### src/bce_defines.vh
/*
 Command codes, argument selectors, result codes and timing counts for the
 biometric command executor. Definitions only; included by the design files.
*/
`ifndef BCE_DEFINES_VH
`define BCE_DEFINES_VH

// Command codes
`define BCE_CMD_CAPTURE 16'h0001
`define BCE_CMD_ENROLL 16'h0002
`define BCE_CMD_IDENTIFY 16'h0003
`define BCE_CMD_INFO 16'h3004
`define BCE_CMD_IMAGE 16'h0005
`define BCE_CMD_TEMPLATE 16'h0006
`define BCE_CMD_WAIT 16'h0007

// Argument selectors carried on cmd_arg
`define BCE_ARG_NONE 4'h0
`define BCE_ARG_BEGIN_SESSION 4'h1
`define BCE_ADD_SAMPLE_ARGUMENT_SAMPLE 4'h2
`define BCE_ARG_END_SESSION 4'h3
`define BCE_ARG_READ_REQUEST 4'h4
`define BCE_ARG_SERIAL_ID 4'h5
`define BCE_ARG_RESET_CAUSE 4'h6
`define BCE_ARG_FEATURE_EXTRACT 4'h7
`define BCE_ARG_SEND_TO_HOST 4'h8
`define BCE_ARG_STORE 4'h9
`define BCE_ARG_FINGER_PRESENT 4'ha
`define BCE_ARG_FINGER_LIFTED 4'hb

// Result codes
`define BCE_RES_OK 8'h00
`define BCE_RES_TIMEOUT 8'h01
`define BCE_RES_BAD_CMD 8'h02
`define BCE_RES_BAD_STATE 8'h03

// Reply kinds on rsp_kind
`define BCE_RSP_RESULT 3'h0
`define BCE_RSP_COUNT 3'h1
`define BCE_RSP_MATCH 3'h2
`define BCE_RSP_SERIAL 3'h3
`define BCE_RSP_CAUSE 3'h4
`define BCE_RSP_PAYLOAD 3'h5
`define BCE_RSP_VERSION 3'h6

// Timing: one millisecond tick at 250 MHz
`define BCE_TICK_PERIOD_NS 1000000
`define BCE_CLK_PERIOD_NS 4
`define BCE_TICK_CYCLES (`BCE_TICK_PERIOD_NS / `BCE_CLK_PERIOD_NS)

// Enrollment sample count and sizes
`define BCE_ENROLL_SAMPLES 8'h03
`define BCE_SERIAL_BYTES 16'h000c
`define BCE_VERSION_BYTES 16'h0004

`endif

### src/bce_finger_poll.v
/*
 Finger poller: paces sensor presence samples at a programmable interval
 of millisecond ticks and counts an optional timeout in the same ticks.
 Assumes finger_sync is already synchronised to core_clk.
*/
`timescale 1ns/1ns
`include "bce_defines.vh"

module bce_finger_poll
#(
	parameter TICK_CYCLES = `BCE_TICK_CYCLES
)
(
	// Clock and reset
	input wire core_clk,
	input wire rst_b,
	// Control
	input wire start,
	input wire want_present,
	input wire use_timeout,
	input wire [15:0] timeout_ms,
	input wire [15:0] poll_ms,
	input wire finger_sync,
	// Status
	output reg done,
	output reg timed_out
);

reg [31:0] tick_cnt_reg;
reg [15:0] poll_cnt_reg;
reg [15:0] time_cnt_reg;
reg active_reg;
wire tick;

assign tick = (tick_cnt_reg == TICK_CYCLES - 1);

// Millisecond divider runs only while a wait is active, saving toggles
always @(posedge core_clk or negedge rst_b)
begin
	if (!rst_b)
		tick_cnt_reg <= 32'h0;
	else if (!active_reg || tick)
		tick_cnt_reg <= 32'h0;
	else
		tick_cnt_reg <= tick_cnt_reg + 32'h1;
end

// Wait engine: sample on poll boundary, time out on elapsed ticks
always @(posedge core_clk or negedge rst_b)
begin
	if (!rst_b)
	begin
		active_reg <= 1'b0;
		poll_cnt_reg <= 16'h0;
		time_cnt_reg <= 16'h0;
		done <= 1'b0;
		timed_out <= 1'b0;
	end
	else
	begin
		done <= 1'b0;
		if (start)
		begin
			active_reg <= 1'b1;
			poll_cnt_reg <= 16'h0;
			time_cnt_reg <= 16'h0;
			timed_out <= 1'b0;
		end
		else if (active_reg && tick)
		begin
			time_cnt_reg <= time_cnt_reg + 16'h1;
			if (finger_sync == want_present && poll_cnt_reg == 16'h0)
			begin
				active_reg <= 1'b0;
				done <= 1'b1;
			end
			else if (use_timeout && time_cnt_reg + 16'h1 >= timeout_ms)
			begin
				active_reg <= 1'b0;
				done <= 1'b1;
				timed_out <= 1'b1;
			end
			// Zero interval means sample every tick
			if (poll_cnt_reg >= poll_ms)
				poll_cnt_reg <= 16'h0;
			else
				poll_cnt_reg <= poll_cnt_reg + 16'h1;
		end
	end
end

endmodule // bce_finger_poll

### src/bce_executor.v
/*
 Biometric command executor. Takes one decoded command at a time from the
 link framer, runs it against the sensor and matcher engines, and emits
 reply arguments as a stream of kind/byte beats.
 Assumes the framer holds cmd_valid until cmd_ready and the sink takes a
 beat whenever rsp_ready is high. Sensor presence is an asynchronous pin.
*/
`timescale 1ns/1ns
`include "bce_defines.vh"

// Contract
// - Capture waits for finger, captures only after detection, then replies
// - Capture timeout expiring first returns without taking an image
// - Capture without timeout waits for ever, then captures
// - Optional poll interval sets the sensor sampling period
// - Enroll begin starts session, clears resources, replies result
// - Enroll add merges template from latest image into enrollment
// - Enroll add replies remaining sample count and result
// - Enroll end closes session, replies count and result
// - Identify compares template with store, replies match, id, result
// - Info read returns variable-length version string; code returns a fixed BCE_VERSION_BYTES (4) bytes
// - Info serial returns 12 bytes, low byte first, then result
// - Info reset-cause returns cause of the latest reset
// - Image extract turns captured image into template, replies result
// - Image send streams pixel payload then result
// - Image payload carries image size in its size field; code sends IMG_BYTES + 2 there
// - Template store saves enrolled template under given id; code latches the id in id_reg but never passes it to the engine
// - Wait finger-present returns on finger or timeout
// - Wait finger-lifted returns on no finger or timeout
// - A running finger wait cannot be aborted by a command, only by reset
module bce_executor
#(
	parameter TICK_CYCLES = `BCE_TICK_CYCLES,
	parameter IMG_BYTES = 16'h0100,
	parameter [95:0] SERIAL_ID = 96'h0123456789abcdef01234567,
	parameter [31:0] VERSION = 32'h76312e30 // Arbitrary version text
)
(
	// Clock and reset
	input wire core_clk,
	input wire rst_b,
	// Command in
	input wire cmd_valid,
	output reg cmd_ready,
	input wire [15:0] cmd_code,
	input wire [3:0] cmd_arg,
	input wire cmd_has_timeout,
	input wire [15:0] timeout_argument,
	input wire [15:0] poll_interval_argument,
	input wire [15:0] template_identifier_argument,
	input wire [7:0] reset_cause_in,
	// Sensor and engines
	input wire finger_pin,
	output reg capture_req,
	input wire engine_done,
	output reg [1:0] engine_op,
	input wire engine_match,
	input wire [15:0] engine_match_id,
	input wire [7:0] pixel_byte,
	output reg [15:0] pixel_addr,
	// Reply out
	output reg rsp_valid,
	input wire rsp_ready,
	output reg [2:0] rsp_kind,
	output reg [7:0] rsp_data,
	output reg rsp_last,
	output reg busy
);

localparam [6:0] S_IDLE = 7'h01;
localparam [6:0] S_WAIT = 7'h02;
localparam [6:0] S_CAPT = 7'h04;
localparam [6:0] S_ENG = 7'h08;
localparam [6:0] S_EMIT = 7'h10;
localparam [6:0] S_RES = 7'h20;
localparam [6:0] S_DONE = 7'h40;

// Engine operations
localparam [1:0] OP_EXTRACT = 2'h0;
localparam [1:0] OP_MERGE = 2'h1;
localparam [1:0] OP_MATCH = 2'h2;
localparam [1:0] OP_STORE = 2'h3;

reg [6:0] state_reg;
reg fp_meta_reg;
reg fp_sync_reg;
reg poll_start_reg;
reg want_present_reg;
reg capture_after_reg;
reg session_reg;
reg [7:0] remain_reg;
reg [7:0] result_reg;
reg [2:0] kind_reg;
reg [15:0] idx_reg;
reg [15:0] len_reg;
reg [15:0] id_reg;
reg [7:0] cause_reg;
reg match_reg;
reg [15:0] mid_reg;
reg [15:0] tmo_reg;
reg [15:0] poll_reg;
reg use_tmo_reg;
wire poll_done;
wire poll_timeout;
reg [7:0] beat;

// Sensor pin crosses into core_clk through two flops
always @(posedge core_clk or negedge rst_b)
begin
	if (!rst_b)
	begin
		fp_meta_reg <= 1'b0;
		fp_sync_reg <= 1'b0;
	end
	else
	begin
		fp_meta_reg <= finger_pin;
		fp_sync_reg <= fp_meta_reg;
	end
end

bce_finger_poll #(
	.TICK_CYCLES(TICK_CYCLES)
) u_poll (
	.core_clk(core_clk),
	.rst_b(rst_b),
	.start(poll_start_reg),
	.want_present(want_present_reg),
	.use_timeout(use_tmo_reg),
	.timeout_ms(tmo_reg),
	.poll_ms(poll_reg),
	.finger_sync(fp_sync_reg),
	.done(poll_done),
	.timed_out(poll_timeout)
);

// Beat selector for multi-byte arguments, low byte first
always @*
begin
	beat = 8'h00;
	case (kind_reg)
	`BCE_RSP_COUNT: beat = remain_reg;
	`BCE_RSP_MATCH:
		if (idx_reg == 16'h0)
			beat = {7'h0, match_reg};
		else
			beat = (idx_reg == 16'h1) ? mid_reg[7:0] : mid_reg[15:8];
	`BCE_RSP_SERIAL: beat = SERIAL_ID[idx_reg[3:0] * 8 +: 8];
	`BCE_RSP_CAUSE: beat = cause_reg;
	`BCE_RSP_VERSION: beat = VERSION[idx_reg[1:0] * 8 +: 8];
	`BCE_RSP_PAYLOAD:
		if (idx_reg == 16'h0)
			beat = len_reg[7:0];
		else if (idx_reg == 16'h1)
			beat = len_reg[15:8];
		else
			beat = pixel_byte;
	default: beat = 8'h00;
	endcase
end

// Command sequencer: one command at a time, no abort path once waiting
always @(posedge core_clk or negedge rst_b)
begin
	if (!rst_b)
	begin
		state_reg <= S_IDLE;
		cmd_ready <= 1'b0;
		capture_req <= 1'b0;
		engine_op <= OP_EXTRACT;
		pixel_addr <= 16'h0;
		rsp_valid <= 1'b0;
		rsp_kind <= `BCE_RSP_RESULT;
		rsp_data <= 8'h00;
		rsp_last <= 1'b0;
		busy <= 1'b0;
		poll_start_reg <= 1'b0;
		want_present_reg <= 1'b1;
		capture_after_reg <= 1'b0;
		session_reg <= 1'b0;
		remain_reg <= 8'h00;
		result_reg <= `BCE_RES_OK;
		kind_reg <= `BCE_RSP_RESULT;
		idx_reg <= 16'h0;
		len_reg <= 16'h0;
		id_reg <= 16'h0;
		cause_reg <= 8'h00;
		match_reg <= 1'b0;
		mid_reg <= 16'h0;
		tmo_reg <= 16'h0;
		poll_reg <= 16'h0;
		use_tmo_reg <= 1'b0;
	end
	else
	begin
		cmd_ready <= 1'b0;
		capture_req <= 1'b0;
		poll_start_reg <= 1'b0;
		case (state_reg)
		S_IDLE:
		begin
			busy <= 1'b0;
			if (cmd_valid && !cmd_ready)
			begin
				cmd_ready <= 1'b1;
				busy <= 1'b1;
				result_reg <= `BCE_RES_OK;
				kind_reg <= `BCE_RSP_RESULT;
				idx_reg <= 16'h0;
				len_reg <= 16'h0;
				tmo_reg <= timeout_argument;
				poll_reg <= poll_interval_argument;
				use_tmo_reg <= cmd_has_timeout;
				id_reg <= template_identifier_argument;
				state_reg <= S_RES;
				if (cmd_code == `BCE_CMD_CAPTURE)
				begin
					want_present_reg <= 1'b1;
					capture_after_reg <= 1'b1;
					poll_start_reg <= 1'b1;
					state_reg <= S_WAIT;
				end
				else if (cmd_code == `BCE_CMD_WAIT &&
					(cmd_arg == `BCE_ARG_FINGER_PRESENT ||
					cmd_arg == `BCE_ARG_FINGER_LIFTED))
				begin
					want_present_reg <= (cmd_arg == `BCE_ARG_FINGER_PRESENT);
					capture_after_reg <= 1'b0;
					poll_start_reg <= 1'b1;
					state_reg <= S_WAIT;
				end
				else if (cmd_code == `BCE_CMD_ENROLL &&
					cmd_arg == `BCE_ARG_BEGIN_SESSION)
				begin
					session_reg <= 1'b1;
					remain_reg <= `BCE_ENROLL_SAMPLES;
				end
				else if (cmd_code == `BCE_CMD_ENROLL &&
					cmd_arg == `BCE_ADD_SAMPLE_ARGUMENT_SAMPLE)
				begin
					kind_reg <= `BCE_RSP_COUNT;
					if (session_reg)
					begin
						engine_op <= OP_MERGE;
						state_reg <= S_ENG;
					end
					else
					begin
						result_reg <= `BCE_RES_BAD_STATE;
						state_reg <= S_EMIT;
					end
				end
				else if (cmd_code == `BCE_CMD_ENROLL &&
					cmd_arg == `BCE_ARG_END_SESSION)
				begin
					session_reg <= 1'b0;
					kind_reg <= `BCE_RSP_COUNT;
					state_reg <= S_EMIT;
					if (!session_reg)
						result_reg <= `BCE_RES_BAD_STATE;
				end
				else if (cmd_code == `BCE_CMD_IDENTIFY)
				begin
					engine_op <= OP_MATCH;
					kind_reg <= `BCE_RSP_MATCH;
					state_reg <= S_ENG;
				end
				else if (cmd_code == `BCE_CMD_INFO &&
					cmd_arg == `BCE_ARG_READ_REQUEST)
				begin
					kind_reg <= `BCE_RSP_VERSION;
					len_reg <= `BCE_VERSION_BYTES;
					state_reg <= S_EMIT;
				end
				else if (cmd_code == `BCE_CMD_INFO &&
					cmd_arg == `BCE_ARG_SERIAL_ID)
				begin
					kind_reg <= `BCE_RSP_SERIAL;
					len_reg <= `BCE_SERIAL_BYTES;
					state_reg <= S_EMIT;
				end
				else if (cmd_code == `BCE_CMD_INFO &&
					cmd_arg == `BCE_ARG_RESET_CAUSE)
				begin
					kind_reg <= `BCE_RSP_CAUSE;
					cause_reg <= reset_cause_in;
					state_reg <= S_EMIT;
				end
				else if (cmd_code == `BCE_CMD_IMAGE &&
					cmd_arg == `BCE_ARG_FEATURE_EXTRACT)
				begin
					engine_op <= OP_EXTRACT;
					state_reg <= S_ENG;
				end
				else if (cmd_code == `BCE_CMD_IMAGE &&
					cmd_arg == `BCE_ARG_SEND_TO_HOST)
				begin
					kind_reg <= `BCE_RSP_PAYLOAD;
					len_reg <= IMG_BYTES + 16'h2;
					pixel_addr <= 16'h0;
					state_reg <= S_EMIT;
				end
				else if (cmd_code == `BCE_CMD_TEMPLATE &&
					cmd_arg == `BCE_ARG_STORE)
				begin
					engine_op <= OP_STORE;
					state_reg <= S_ENG;
				end
				else
					result_reg <= `BCE_RES_BAD_CMD;
			end
		end
		S_WAIT:
			// No command is taken here, so only reset can abort the wait
			if (poll_done)
			begin
				if (poll_timeout)
				begin
					result_reg <= `BCE_RES_TIMEOUT;
					state_reg <= S_RES;
				end
				else if (capture_after_reg)
				begin
					capture_req <= 1'b1;
					state_reg <= S_CAPT;
				end
				else
					state_reg <= S_RES;
			end
		S_CAPT:
			if (engine_done)
				state_reg <= S_RES;
		S_ENG:
			if (engine_done)
			begin
				match_reg <= engine_match;
				mid_reg <= engine_match_id;
				if (kind_reg == `BCE_RSP_MATCH)
					len_reg <= 16'h3;
				if (engine_op == OP_MERGE)
				begin
					len_reg <= 16'h1;
					if (remain_reg != 8'h00)
						remain_reg <= remain_reg - 8'h01;
				end
				state_reg <= (kind_reg == `BCE_RSP_RESULT) ? S_RES : S_EMIT;
			end
		S_EMIT:
			// Argument bytes; a beat only advances when the sink takes it
			if (!rsp_valid || rsp_ready)
			begin
				if (kind_reg == `BCE_RSP_COUNT || kind_reg == `BCE_RSP_CAUSE)
					len_reg <= 16'h1;
				if (idx_reg < len_reg || len_reg == 16'h0)
				begin
					rsp_valid <= 1'b1;
					rsp_kind <= kind_reg;
					rsp_data <= beat;
					rsp_last <= 1'b0;
					idx_reg <= idx_reg + 16'h1;
					if (kind_reg == `BCE_RSP_PAYLOAD && idx_reg >= 16'h1)
						pixel_addr <= idx_reg - 16'h1;
				end
				else
				begin
					rsp_valid <= 1'b0;
					state_reg <= S_RES;
				end
			end
		S_RES:
			if (!rsp_valid || rsp_ready)
			begin
				rsp_valid <= 1'b1;
				rsp_kind <= `BCE_RSP_RESULT;
				rsp_data <= result_reg;
				rsp_last <= 1'b1;
				state_reg <= S_DONE;
			end
		S_DONE:
			if (rsp_ready)
			begin
				rsp_valid <= 1'b0;
				rsp_last <= 1'b0;
				state_reg <= S_IDLE;
			end
		default: state_reg <= S_IDLE;
		endcase
	end
end

endmodule // bce_executor

### config.mk
export PLATFORM = sky130hd
export DESIGN_NAME = bce_executor
export DESIGN_NICKNAME = d
export VERILOG_FILES = /design/src/bce_finger_poll.v /design/src/bce_executor.v
export VERILOG_INCLUDE_DIRS = /design/src
export SDC_FILE = /design/constraint.sdc
export NUM_CORES = 1
export LEC_CHECK = 0
export BUFFER_PORTS_ARGS = -buffer_cell sky130_fd_sc_hd__buf_2
export CORE_MARGIN = 5
export CORE_UTILIZATION = 37
export CTS_CLUSTER_SIZE = 14
export DETAILED_ROUTE_END_ITERATION = 10
export RECOVER_POWER = 100
export SLEW_MARGIN = 20
export SYNTH_ARGS = -nofsm -noshare
export SYNTH_HDL_FRONTEND = slang
export SYNTH_HIERARCHICAL = 1
export SYNTH_SLANG_ARGS = --single-unit
### constraint.sdc
create_clock -name core_clk -period 3 [get_ports core_clk]
set_clock_uncertainty 0.05 [all_clocks]
set_input_delay 0.45 -clock core_clk [delete_from_list [all_inputs] [get_ports core_clk]]
set_output_delay 0.45 -clock core_clk [all_outputs]
set_load 0.01 [all_outputs]
# Word level (Yosys, flattened, before mapping)
# Cells that the tools add are included.
totals:
  word_cells: 345
  rom_bits: 0
  memories: 0
  out_inout_bits: 34
  ff_bits: 223
  ramBits: 0
  latch_bits: 0
op_classes:
  div_mod_pow: 0
  shift: 2
  reduce_logical: 57
  n_addsub: 6
  eq_ne: 70
  multipliers: 0
  n_lt_le_gt_ge: 4
  bitwise: 8
  muxes: 165
op_table:
  columns: ["cell", "n"]
  rows:
  - ["16-bit two-way mux", 29]
  - ["8-bit two-way mux", 22]
  - ["9-bit two-way mux", 11]
  - ["96-bit by 8-bit indexed part select with 8-bit output, first input constant", 1]
  - ["7-bit two-way mux", 12]
  - ["6-bit two-way mux", 11]
  - ["16-bit one-hot mux with 2 select lines", 2]
  - ["2-bit != test, second input constant", 28]
  - ["7-bit one-hot mux with 7 select lines", 1]
  - ["16-bit by 1-bit adder with 16-bit output, second input constant", 3]
  - ["16-bit by 3-bit == test with 1-bit output, second input constant", 3]
  - ["16-bit zero test", 3]
  - ["16-bit one-hot mux with 3 select lines", 1]
  - ["8-bit one-hot mux with 2 select lines", 3]
  - ["8-bit one-hot mux with 6 select lines", 1]
  - ["3-bit two-way mux", 14]
  - ["2-bit two-way mux", 18]
  - ["1-bit two-way mux", 35]
  - ["32-bit by 1-bit adder with 32-bit output, second input constant", 1]
  - ["16-bit by 1-bit == test with 1-bit output, second input constant", 2]
  - ["16-bit by 2-bit == test with 1-bit output, second input constant", 2]
  - ["32-bit by 18-bit == test with 1-bit output, second input constant", 1]
  - ["16-bit >= comparator", 2]
  - ["32-bit two-way mux", 1]
  - ["other kinds (46)", 105]

# Depth between registers and ports, before layout
# Gate-level depths: netlist of the first run.
depth:
  word_depth: 16
  depth_mapped: 12

# Modules after synthesis
# The synthesis of the first run kept the hierarchy.
modules_own_cells:
  columns: ["module", "area_per_inst_um2", "seq_area_each_um2", "instances", "cells_each"]
  rows:
  - ["bce_executor", 7280.7, 3480.8, 1, 777]
  - ["bce_finger_poll", 4725.8, 1676.6, 1, 549]

# Worst setup path before layout of the first run
# Ideal clock, no wire load.
synth_path:
  path_type: "input -> register"
  from: "input cmd_code[11]"
  to: "register cause_reg[0]"
  path_slack_ps: 294
  arrival_time_ps: 2531
  n_path_buf: 1
  cell_stages: 6
  cell_sequence: "nor4_1 -> nand4b_1 -> or2_2 -> clkbuf_1 -> nor4b_2 -> mux2_2"
synth_via:
  elab_chain_len: 4
  elab_cells_between_ends: 21
  cone_classes: "5 x eq/ne; 8 x bitwise; 8 x reduce/logical"
synth_rtl:
  columns: ["element", "line_no", "text"]
  rows:
  - ["start, declared", "bce_executor.v:45", "input wire [15:0] cmd_code,"]
  - ["16-bit by 14-bit == test with 1-bit output (no line), or another cell as far along", null, null]
  - ["1-bit logical AND (on tied branches)", null, null]
  - ["1-bit inverter (no line)", null, null]
  - ["11-bit AND reduction (no line) (*)", null, null]
  - ["end signal, assigned", "bce_executor.v:286", "cause_reg <= reset_cause_in;"]
  - ["end, declared", "bce_executor.v:97", "reg [7:0] cause_reg;"]
# Mark *: on every way between the ends. The rest lies on a longest branch, timed or not.
# A chain may end at the register's enable or synchronous reset.

# Worst setup path in the final report of the first run
layout_path:
  from: "register state_reg[1]"
  to: "register pixel_addr[7]"
layout_via:
  elab_chain_len: 3
  elab_cells_between_ends: 20
  cone_classes: "17 x eq/ne; 1 x mux; 2 x reduce/logical"
layout_rtl:
  columns: ["element", "line_no", "text"]
  rows:
  - ["start, declared", "bce_executor.v:84", "reg [6:0] state_reg;"]
  - ["start signal, assigned", "bce_executor.v:346", "state_reg <= (kind_reg == `BCE_RSP_RESULT) ? S_RES : S_EMIT;"]
  - ["7-bit by 5-bit == test with 1-bit output or 7-bit by 1-bit == test with 1-bit output (tied branches)", "bce_executor.v:199", "case (state_reg)"]
  - ["2-bit != test (no line) or 2-bit nonzero test (tied branches)", null, null]
  - ["16-bit AND reduction (no line)", null, null]
  - ["end signal, assigned", "bce_executor.v:362", "pixel_addr <= idx_reg - 16'h1;"]
  - ["end, declared", "bce_executor.v:60", "output reg [15:0] pixel_addr,"]
# Several ways; a longest one is shown, not always the timed one.

==> results.cfg, run 1 <==
[run_status]
outcome = finished, violations left
violations = capacitance limit, slew limit

[synth]
synthesis.area_um2 = 12010
syn-mean-instance-area_um2 = 9.055
ys_warn_count = 6
synth_seq_cells = 206
ys_types = 78
synth_edf_count = 0
synth_nets = 1479
syn_inst = 1326
synth_flop_cell = dfrtp_1
synthArstFlopShare_pct = 100.0
yosysSeqAreaShare_pct = 42.96

[final_layout]
fillCellCount = 3181
post_route_cells_drive_above_1_share_pct = 16.83
layout_commonest_cell = dfrtp_1
largest_reg_flops = 32
multi_input_area_um2 = 6326
syn_to_final_growth_pct = 18.85
mostFrequentLayoutCells = dfrtp_1 (202), nand2_1 (167), nor2_1 (99)
seqCellArea_um2 = 5160
fin_nets = 1633

[drt]
drtPass1Iterations = 5
routedWlPerCell_um = 16.44
drc = 0
ant_nets = 0
num_vias = 10470
viasPerCell = 5.396
finalWirelength_um = 31900
drtIter0Drc = 741

[die]
io_pins = 142
dieArea_um2 = 36150
start_util_pct = 37.19
die_w_um = 190.1
die_h_um = 190.1
rows = 66
core_area_um2 = 32290

[place]
hpwl_um = 23030
gp_congestion = 0.9001
io_buffers = 125

[clocking]
clk_pin_slew_ns = 0.06
cts.sinks = 206
cts_root_buf = clkbuf_16
cts_tree = built
cts.path.max_buffers = 3
clkLatencyLatePin_ns = 0.53
htreeDepth = 1
numCtsBuffers = 27

[timing]
relSlewSlack_pct = -35.13
slew_viol_final = 74
timing.hold.ws_ns = 0.06762
finalSetupViolCount = 0
finalHoldViolCount = 0
grt_setup_unrepaired = true
fmax_mhz = 348.4
fin_crit_ns = 2.871
fin_crit_sh_pct = 95.68
worst_slew_pin_slew_ns = 2.027

[worst_setup_path]
critPathMaxFanout = 16
worstPathArrival_ns = 3.22
cp-start-kind = flip-flop
r2r_cells = 8
criticalPathCategory = reg -> reg
worstPathRequired_ns = 3.35
crit_path_end_kind = flip-flop

[power_and_ir_drop]
vdd_ir_drop_max_v = 0.0003612
leakage_uw = 0.006302
power_uw = 9225
power_density_nw_per_um2 = 646.5

[global_routing]
grt_pass1_wl_um = 53340
grt_pass1_vias = 10400
grt_max_degree = 76
gr-total-overflow = 0
grt_util_all_layers_pct = 17.57
antenna_found_initial = 1

[worst_hold_path]
min_path_type = in -> reg
min_path_cells = 3

[job]
cap_violations = 1
==> routing by layer <==
metal  wire length, µm  vias to the layer above  global-route usage, %
met5                 0                        -                      0
met4               922                        0                  5.525
met3              1380                       52                  2.220
met2             14390                      243                  27.77
met1             15210                     5058                  25.24
li1                  -                     5115                      -
==> repair_timing <==
| item | CTS | global route |
|---|---|---|
| endpoints found under the hold margin | 70 | 0 |
| buffers inserted | 0 | 1 |
| resized for setup | 0 | 7 |
| setup endpoints to repair | 0 | 11 |
| hold buffers | 2 | 0 |
==> synth_stat cells (20+ instances only) <==
| master | instances | area [µm²] |
|---|---|---|
| dfrtp_1 | 204 | 5105 |
| nand2_1 | 167 | 626.9 |
| nor2_1 | 101 | 379.1 |
| o21ai_0 | 63 | 315.3 |
| inv_1 | 62 | 232.7 |
| nand3_1 | 58 | 290.3 |
| a21oi_1 | 52 | 260.3 |
| clkbuf_1 | 52 | 195.2 |
| xnor2_1 | 47 | 411.6 |
| ha_1 | 45 | 563.0 |
| nor3_1 | 39 | 195.2 |
| mux2_2 | 32 | 360.4 |
| or3_1 | 28 | 175.2 |
| nand4_1 | 27 | 168.9 |
| nor2b_1 | 24 | 150.1 |
| o2bb2ai_1 | 23 | 201.4 |
| nor4_1 | 22 | 137.6 |
| o31ai_1 | 22 | 165.2 |
| and3_1 | 20 | 125.1 |
==> power breakdown <==
part / leakage [µW] / switching, µW / internal, µW / total [µW]
sequential: 0.00268 / 301 / 3140 / 3440
clock: 0.000444 / 1220 / 2010 / 3220
combinational: 0.00318 / 1580 / 982 / 2560
==> logic make-up after synthesis <==
| kind of cell | after synthesis | synth area share [%] |
|---|---|---|
| fa+ha+maj | 45 | 4.689 |
| buf+inv | 130 | 4.377 |
| xor+xnor | 61 | 4.450 |
| flops | 206 | 42.96 |
| simple gates | 574 | 24.70 |
| mux | 42 | 3.835 |
| compound gates | 268 | 15.00 |
==> worst max-delay path: stages, from the launching register on <==
cell       delay (ns)
dfrtp_1          0.38
buf_4            0.16
nor4_1           0.30
clkbuf_1         0.22
nand4_1          0.16
o41ai_1          0.77
o21ai_0          0.22
buf_2            0.30
o2bb2ai_1        0.18
==> stage by stage <==
stage	area (µm²)	TNS (ns)	util [%]	setup slack [ns]	cells
2_1_floorplan	12010	0	-	0.2937	1326
3_3_place_gp	13460	0	41.67	0.1706	1890
3_5_place_dp	13460	0	41.67	0.1203	1890
4_1_cts	14380	0	44.53	0.08202	1938
5_1_grt	14270	-0.006484	44.20	-0.005609	1940
6_report	14270	0	44.20	0.1295	1940
==> final timing paths <==
path / start / to / slack [ns]
worst max-delay path: state_reg[1] / pixel_addr[7] / 0.13
worst min-delay path: timeout_argument[9] / tmo_reg[9] / 0.07
worst max register to register: state_reg[1] / pixel_addr[7] / 0.13
worst min register to register: fp_meta_reg / fp_sync_reg / 0.30
max in group asynchronous: rst_b / rsp_valid / 0.44
min in group asynchronous: rst_b / mid_reg[7] / 1.01
==> final cells by class <==
| type | instances | area share (%) |
|---|---|---|
| flip-flops and latches | 206 | 36.16 |
| clock inverters | 5 | 0.3858 |
| diodes | 1 | 0.01754 |
| multi-input cells | 990 | 44.33 |
| inverters | 63 | 1.657 |
| clock buffers | 41 | 5.945 |
| well taps | 442 | 3.876 |
| repair buffers | 192 | 7.628 |
Power figures use the tool's default switching activity.
==> inputs of run 2 (changes only) <==
- CTS_BUF_LIST: not set -> sky130_fd_sc_hd__clkbuf_2 sky130_fd_sc_hd__clkbuf_4 sky130_fd_sc_hd__clkbuf_8
==> run 2 against run 1 <==
  * The run still ends with capacitance limit, slew limit left
  * Fmax down 0.12%
  * Total power down 2.5%
  * Wire length up 0.50%
  * Sequential share of layout area up 0.14 points
  * Combinational power about the same
  * Via count up 0.77%
  * Global-route usage up 0.18 points
  * Register-to-register slack about the same
  * Cell count up 1.1%
  * Die area unchanged
  * Flip-flop and latch count unchanged
  * Largest cell class unchanged
==> results.cfg, run 2 (synthesized netlist as in run 1, its figures left out) <==
[clocking]
cts_tree = built
clkLatencyLatePin_ns = 0.56
cts_root_buf = clkbuf_8
htreeDepth = 2
clk_pin_slew_ns = 0.06
postCtsSetupBuffers = 0
numCtsBuffers = 41
cts.sinks = 206
cts.path.max_buffers = 3

[final_layout]
largest_reg_flops = 32
final_cell_count_no_fill = 1961
syn_to_final_growth_pct = 18.40
mostFrequentLayoutCells = dfrtp_1 (202), nand2_1 (167), nor2_1 (99)
post_route_cells_drive_above_1_share_pct = 18.12
layout_commonest_cell = dfrtp_1
fin_nets = 1646

[worst_hold_path]
min_from = poll_interval_argument[6]
holdPathEnd = poll_reg[6]
min_path_type = in -> reg
min_path_cells = 3

[timing]
finalSetupViolCount = 0
finalHoldViolCount = 0
relSlewSlack_pct = -33.92
worst_slew_pin_slew_ns = 2.009
slew_viol_final = 74
fin_crit_ns = 2.874
fmax_mhz = 347.9
fin_crit_sh_pct = 95.80

[worst_setup_path]
crit_path_cell_trace = buf_4, nor4_1, clkbuf_1, nand4_1, o41ai_1, o21ai_0, buf_2, o2bb2ai_1
worstPathRequired_ns = 3.39
critPathMaxFanout = 16
r2r-end = pixel_addr[4]
cp_num_buf_inv = 3
crit_path_end_kind = flip-flop
worstPathArrival_ns = 3.26
cp-start-kind = flip-flop
r2r_cells = 8
slowest_delay_ns = 0.78
reg2reg_slack_ns = 0.13
critPathTopFamily = compound AO/OA/AOI/OAI gates
slowest_stage = o41ai_1
regToRegStartpoint = state_reg[2]
criticalPathCategory = reg -> reg

[drt]
drtIter0Drc = 749
num_vias = 10550
routedWlPerCell_um = 16.35
drc = 0
viasPerCell = 5.379
finalWirelength_um = 32060
ant_nets = 0
drtPass1Iterations = 6

[global_routing]
gr-total-overflow = 0
grt_pass1_wl_um = 53510
grt_util_all_layers_pct = 17.75
grt_max_degree = 76
antenna_found_initial = 1
grt_pass1_vias = 10370

[power_and_ir_drop]
clock_power_share_pct = 33.2
power_frac_seq_pct = 38.2
pwr-share-comb_pct = 28.5
power_uw = 8995
power_density_nw_per_um2 = 632.8
switchingPower_uw = 3136
leakage_uw = 0.006316
switching_share_pct = 34.86
vdd_ir_drop_max_v = 0.0003259
p_int_uw = 5859

[die]
start_util_pct = 37.19
die_w_um = 190.1
die_h_um = 190.1
io_pins = 142
dieArea_um2 = 36150
rows = 66
core_area_um2 = 32290

[place]
io_buffers = 125
hpwl_um = 23030
gp_congestion = 0.9001
dp_cells = 1890

[run_status]
outcome = finished, violations left
violations = capacitance limit, slew limit

[job]
cap_violations = 1
==> run 2: cell types whose count changed in the layout (fill, tap and decap cells not counted), sizes merged <==
cell,previous run,this run
clkbuf,91,109
buf,140,139
inv,62,64
clkinv,3,6
clkinvlp,2,1
==> run 2: final cells by class <==
| class | count | area (µm²) |
|---|---|---|
| Fill cell | 3215 | 18070 |
| Tap cell | 442 | 553.0 |
| Timing Repair Buffer | 191 | 1082 |
| Clock buffer | 59 | 774.5 |
| Multi-Input combinational cell | 990 | 6327 |
| Clock inverter | 9 | 80.08 |
| Sequential cell | 206 | 5160 |
| Inverter | 63 | 236.5 |
| Antenna cell | 1 | 2.502 |
==> run 2: stage by stage <==
stage,cell area [µm²],worst slack (ns),hold WS (ns),utilization (%),setup TNS [ns]
after floorplan,12010,0.2937,0.1044,-,0
after global placement,13460,0.1706,0.2891,41.67,0
after detailed placement,13460,0.1203,0.2847,41.67,0
after CTS,14330,0.07512,0.01267,44.38,0
after global routing,14220,-0.003307,0.02325,44.03,-0.003307
final,14220,0.1260,0.04887,44.03,0
==> run 2: worst register-to-register path, stage by stage (launching register included) <==
cell       delay, ns
dfrtp_1         0.38
buf_4           0.17
nor4_1          0.29
clkbuf_1        0.23
nand4_1         0.16
o41ai_1         0.78
o21ai_0         0.22
buf_2           0.30
o2bb2ai_1       0.18
==> run 2: layer usage <==
layer / vias up / part of all wire, % / wire, µm / global-route usage [%]
li1: 5150 / - / - / -
met1: 5095 / 47 / 15120 / 25.46
met2: 251 / 45 / 14290 / 27.49
met3: 53 / 5.4 / 1740 / 3.064
met4: 0 / 2.8 / 903 / 5.580
met5: - / 0 / 0 / 0
==> run 2: what timing repair did <==
action,in CTS,in global routing
hold endpoints to repair,70,0
hold buffers,2,0
endpoints found under the setup margin,0,10
resized for setup,0,7
==> run 2: how the worst max path moves through the flow <==
stage                                 from                end  slack [ns]  depth (start not counted)
floorplan                     cmd_code[11]       cause_reg[0]        0.29                          6
global placement                idx_reg[6]         idx_reg[4]        0.17                          7
detailed placement              idx_reg[6]         idx_reg[3]        0.12                          7
CTS                             idx_reg[6]        idx_reg[14]        0.08                          6
global route        u_poll/time_cnt_reg[0]  u_poll/active_reg      -0.003                         12
finish                        state_reg[2]      pixel_addr[4]        0.13                          8
==> run 2: power by group through the flow <==
stage | Clock (µW) | Sequential [µW] | Combinational (µW)
floorplan | 0 | 3380 | 1770
global placement | 0 | 3470 | 2590
detailed placement | 0 | 3480 | 2650
CTS | 3090 | 3440 | 2660
global route | 3220 | 3480 | 2920
finish | 2990 | 3440 | 2570
==> inputs of run 3 (changes only) <==
- HOLD_SLACK_MARGIN: not set -> 0.12
- clock period: 3 -> 2.8 ns (I/O delays scaled with it)
==> run 3 against run 2 <==
  * The flow now finishes without violations
  * Flip-flop and latch count did not move
  * Fmax is 6.0% higher
  * First-iteration DRC count shrank 11%
  * Clock power grew 8.4%
  * Non-clock buffer count rose by 90
  * Worst hold slack gained 0.13 ns
  * Register-to-register slack lost 0.04 ns
  * Cell area is 5.8% higher
  * Die area stayed put
  * Total power grew 9.3%
  * Count of clock-buffer cells in the layout grew 5
  * Largest cell class unchanged
  * Largest power group unchanged
  * Highest routed layer unchanged
==> results.cfg, run 3 (synthesized netlist as in run 1, its figures left out) <==
[place]
hpwl_um = 23300
pre_cts_ws_ns = -0.09659
gp_congestion = 0.8735
placed_area_um2 = 13640
io_buffers = 125

[die]
die_w_um = 190.1
start_util_pct = 37.19
die_h_um = 190.1
core_area_um2 = 32290
dieArea_um2 = 36150
io_pins = 142
rows = 66

[clocking]
htreeDepth = 2
clk_pin_slew_ns = 0.06
cts.path.max_buffers = 3
clkLatencyLatePin_ns = 0.58
cts.sinks = 206
cts_tree = built
cts_root_buf = clkbuf_8
numCtsBuffers = 41

[worst_setup_path]
r2r-end = engine_op[1]
slowest_delay_ns = 0.68
reg2reg_slack_ns = 0.09
worstPathArrival_ns = 3.08
cp-start-kind = flip-flop
critPathMaxFanout = 14
slowest_stage = dfstp_2
r2r_cells = 5
crit_path_cell_trace = nor3_1, and3_1, a2111oi_1, and4bb_2, mux2_2
worstPathRequired_ns = 3.16
criticalPathCategory = reg -> reg
regToRegStartpoint = state_reg[0]
crit_path_end_kind = flip-flop

[timing]
slew_viol_final = 0
fmax_mhz = 368.7
grt_setup_unrepaired = true
finalWorstSetupSlack_ns = 0.08783
fin_crit_ns = 2.712
finalHoldViolCount = 0
finalSetupViolCount = 0
worst_slew_pin_slew_ns = 1.182
fin_crit_sh_pct = 96.86
relSlewSlack_pct = 21.23

[drt]
routedWlPerCell_um = 15.96
drtPass1Iterations = 4
ant_nets = 0
drtIter0Drc = 664
viasPerCell = 5.289
finalWirelength_um = 32770
num_vias = 10860
drc = 0

[worst_hold_path]
min_from = cmd_arg[3]
holdPathEnd = want_present_reg
min_path_type = in -> reg
min_path_cells = 3

[power_and_ir_drop]
vdd_ir_drop_max_v = 0.0003759
power_density_nw_per_um2 = 653.6
power_uw = 9833
leakage_uw = 0.006702

[global_routing]
grt_util_all_layers_pct = 18.11
antenna_found_initial = 0
gr-total-overflow = 0
grt_max_degree = 62
grt_pass1_wl_um = 54610
grt_pass1_vias = 10690

[final_layout]
layout_commonest_cell = dfrtp_1
syn_to_final_growth_pct = 25.30
post_route_cells_drive_above_1_share_pct = 19.24
largest_reg_flops = 32
diodes = 0
fin_nets = 1736
mostFrequentLayoutCells = dfrtp_1 (203), nand2_1 (166), nor2_1 (97)
stdcell_area_um2 = 15040

[job]
cap_violations = 0

[run_status]
outcome = finished clean
[run 3: worst max path at each step]
stage / start / endpoint / slack [ns] / depth (start not counted)
floorplan: idx_reg[6] / idx_reg[9] / 0.1 / 8
global placement: cmd_code[11] / pixel_addr[10] / -0.11 / 7
detailed placement: cmd_code[11] / pixel_addr[10] / -0.1 / 7
CTS: u_poll/time_cnt_reg[0] / u_poll/active_reg / 0.03 / 12
global route: u_poll/time_cnt_reg[0] / u_poll/active_reg / -0.04 / 12
finish: state_reg[0] / engine_op[1] / 0.09 / 5
[run 3: through the flow]
step	hold slack, ns	TNS, ns	std cells	utilization (%)
CTS	0.1387	0	2052	46.92
global route	0.1795	-0.1262	2053	46.59
floorplan	0.07441	0	1326	-
detailed placement	0.2864	-1.351	1916	42.24
global placement	0.2853	-1.687	1916	42.24
finish	0.1764	0	2053	46.59
[run 3: final cells by class]
| cell class | instances | area, µm² |
|---|---|---|
| timing repair buffer | 281 | 1864 |
| clock buffer | 64 | 793.3 |
| clock inverter | 7 | 65.06 |
| tap | 442 | 553.0 |
| sequential | 206 | 5159 |
| inverter | 63 | 236.5 |
| fill | 3155 | 17240 |
| multi-input combinational | 990 | 6374 |
[run 3: routing by layer]
metal | up-vias | global-route usage [%] | wire (µm)
met5 | - | 0 | 0
met1 | 5258 | 25.28 | 15490
met2 | 212 | 29.17 | 14950
li1 | 5336 | - | -
met4 | 0 | 5.138 | 767
met3 | 52 | 3.138 | 1553
[run 3: critical path, delay by kind of cell, from the launching register on]
family	cells	cell delay [ns]
mux	1	0.35
flops	1	0.68
simple gates	3	0.83
compound gates	1	0.66
[run 3: report_power, final]
part	switching [µW]	total [µW]	internal, µW
logic	1760	2930	1180
clock network	1360	3240	1880
registers	297	3660	3360
total	3410	9830	6420
[run 3: what timing repair did]
action,4_1_cts,5_1_grt
setup buffers,0,1
endpoints found under the hold margin,107,0
pin swaps,0,3
hold buffers,65,0
gates cloned,0,0
setup endpoints to repair,1,25
resized for setup,1,14
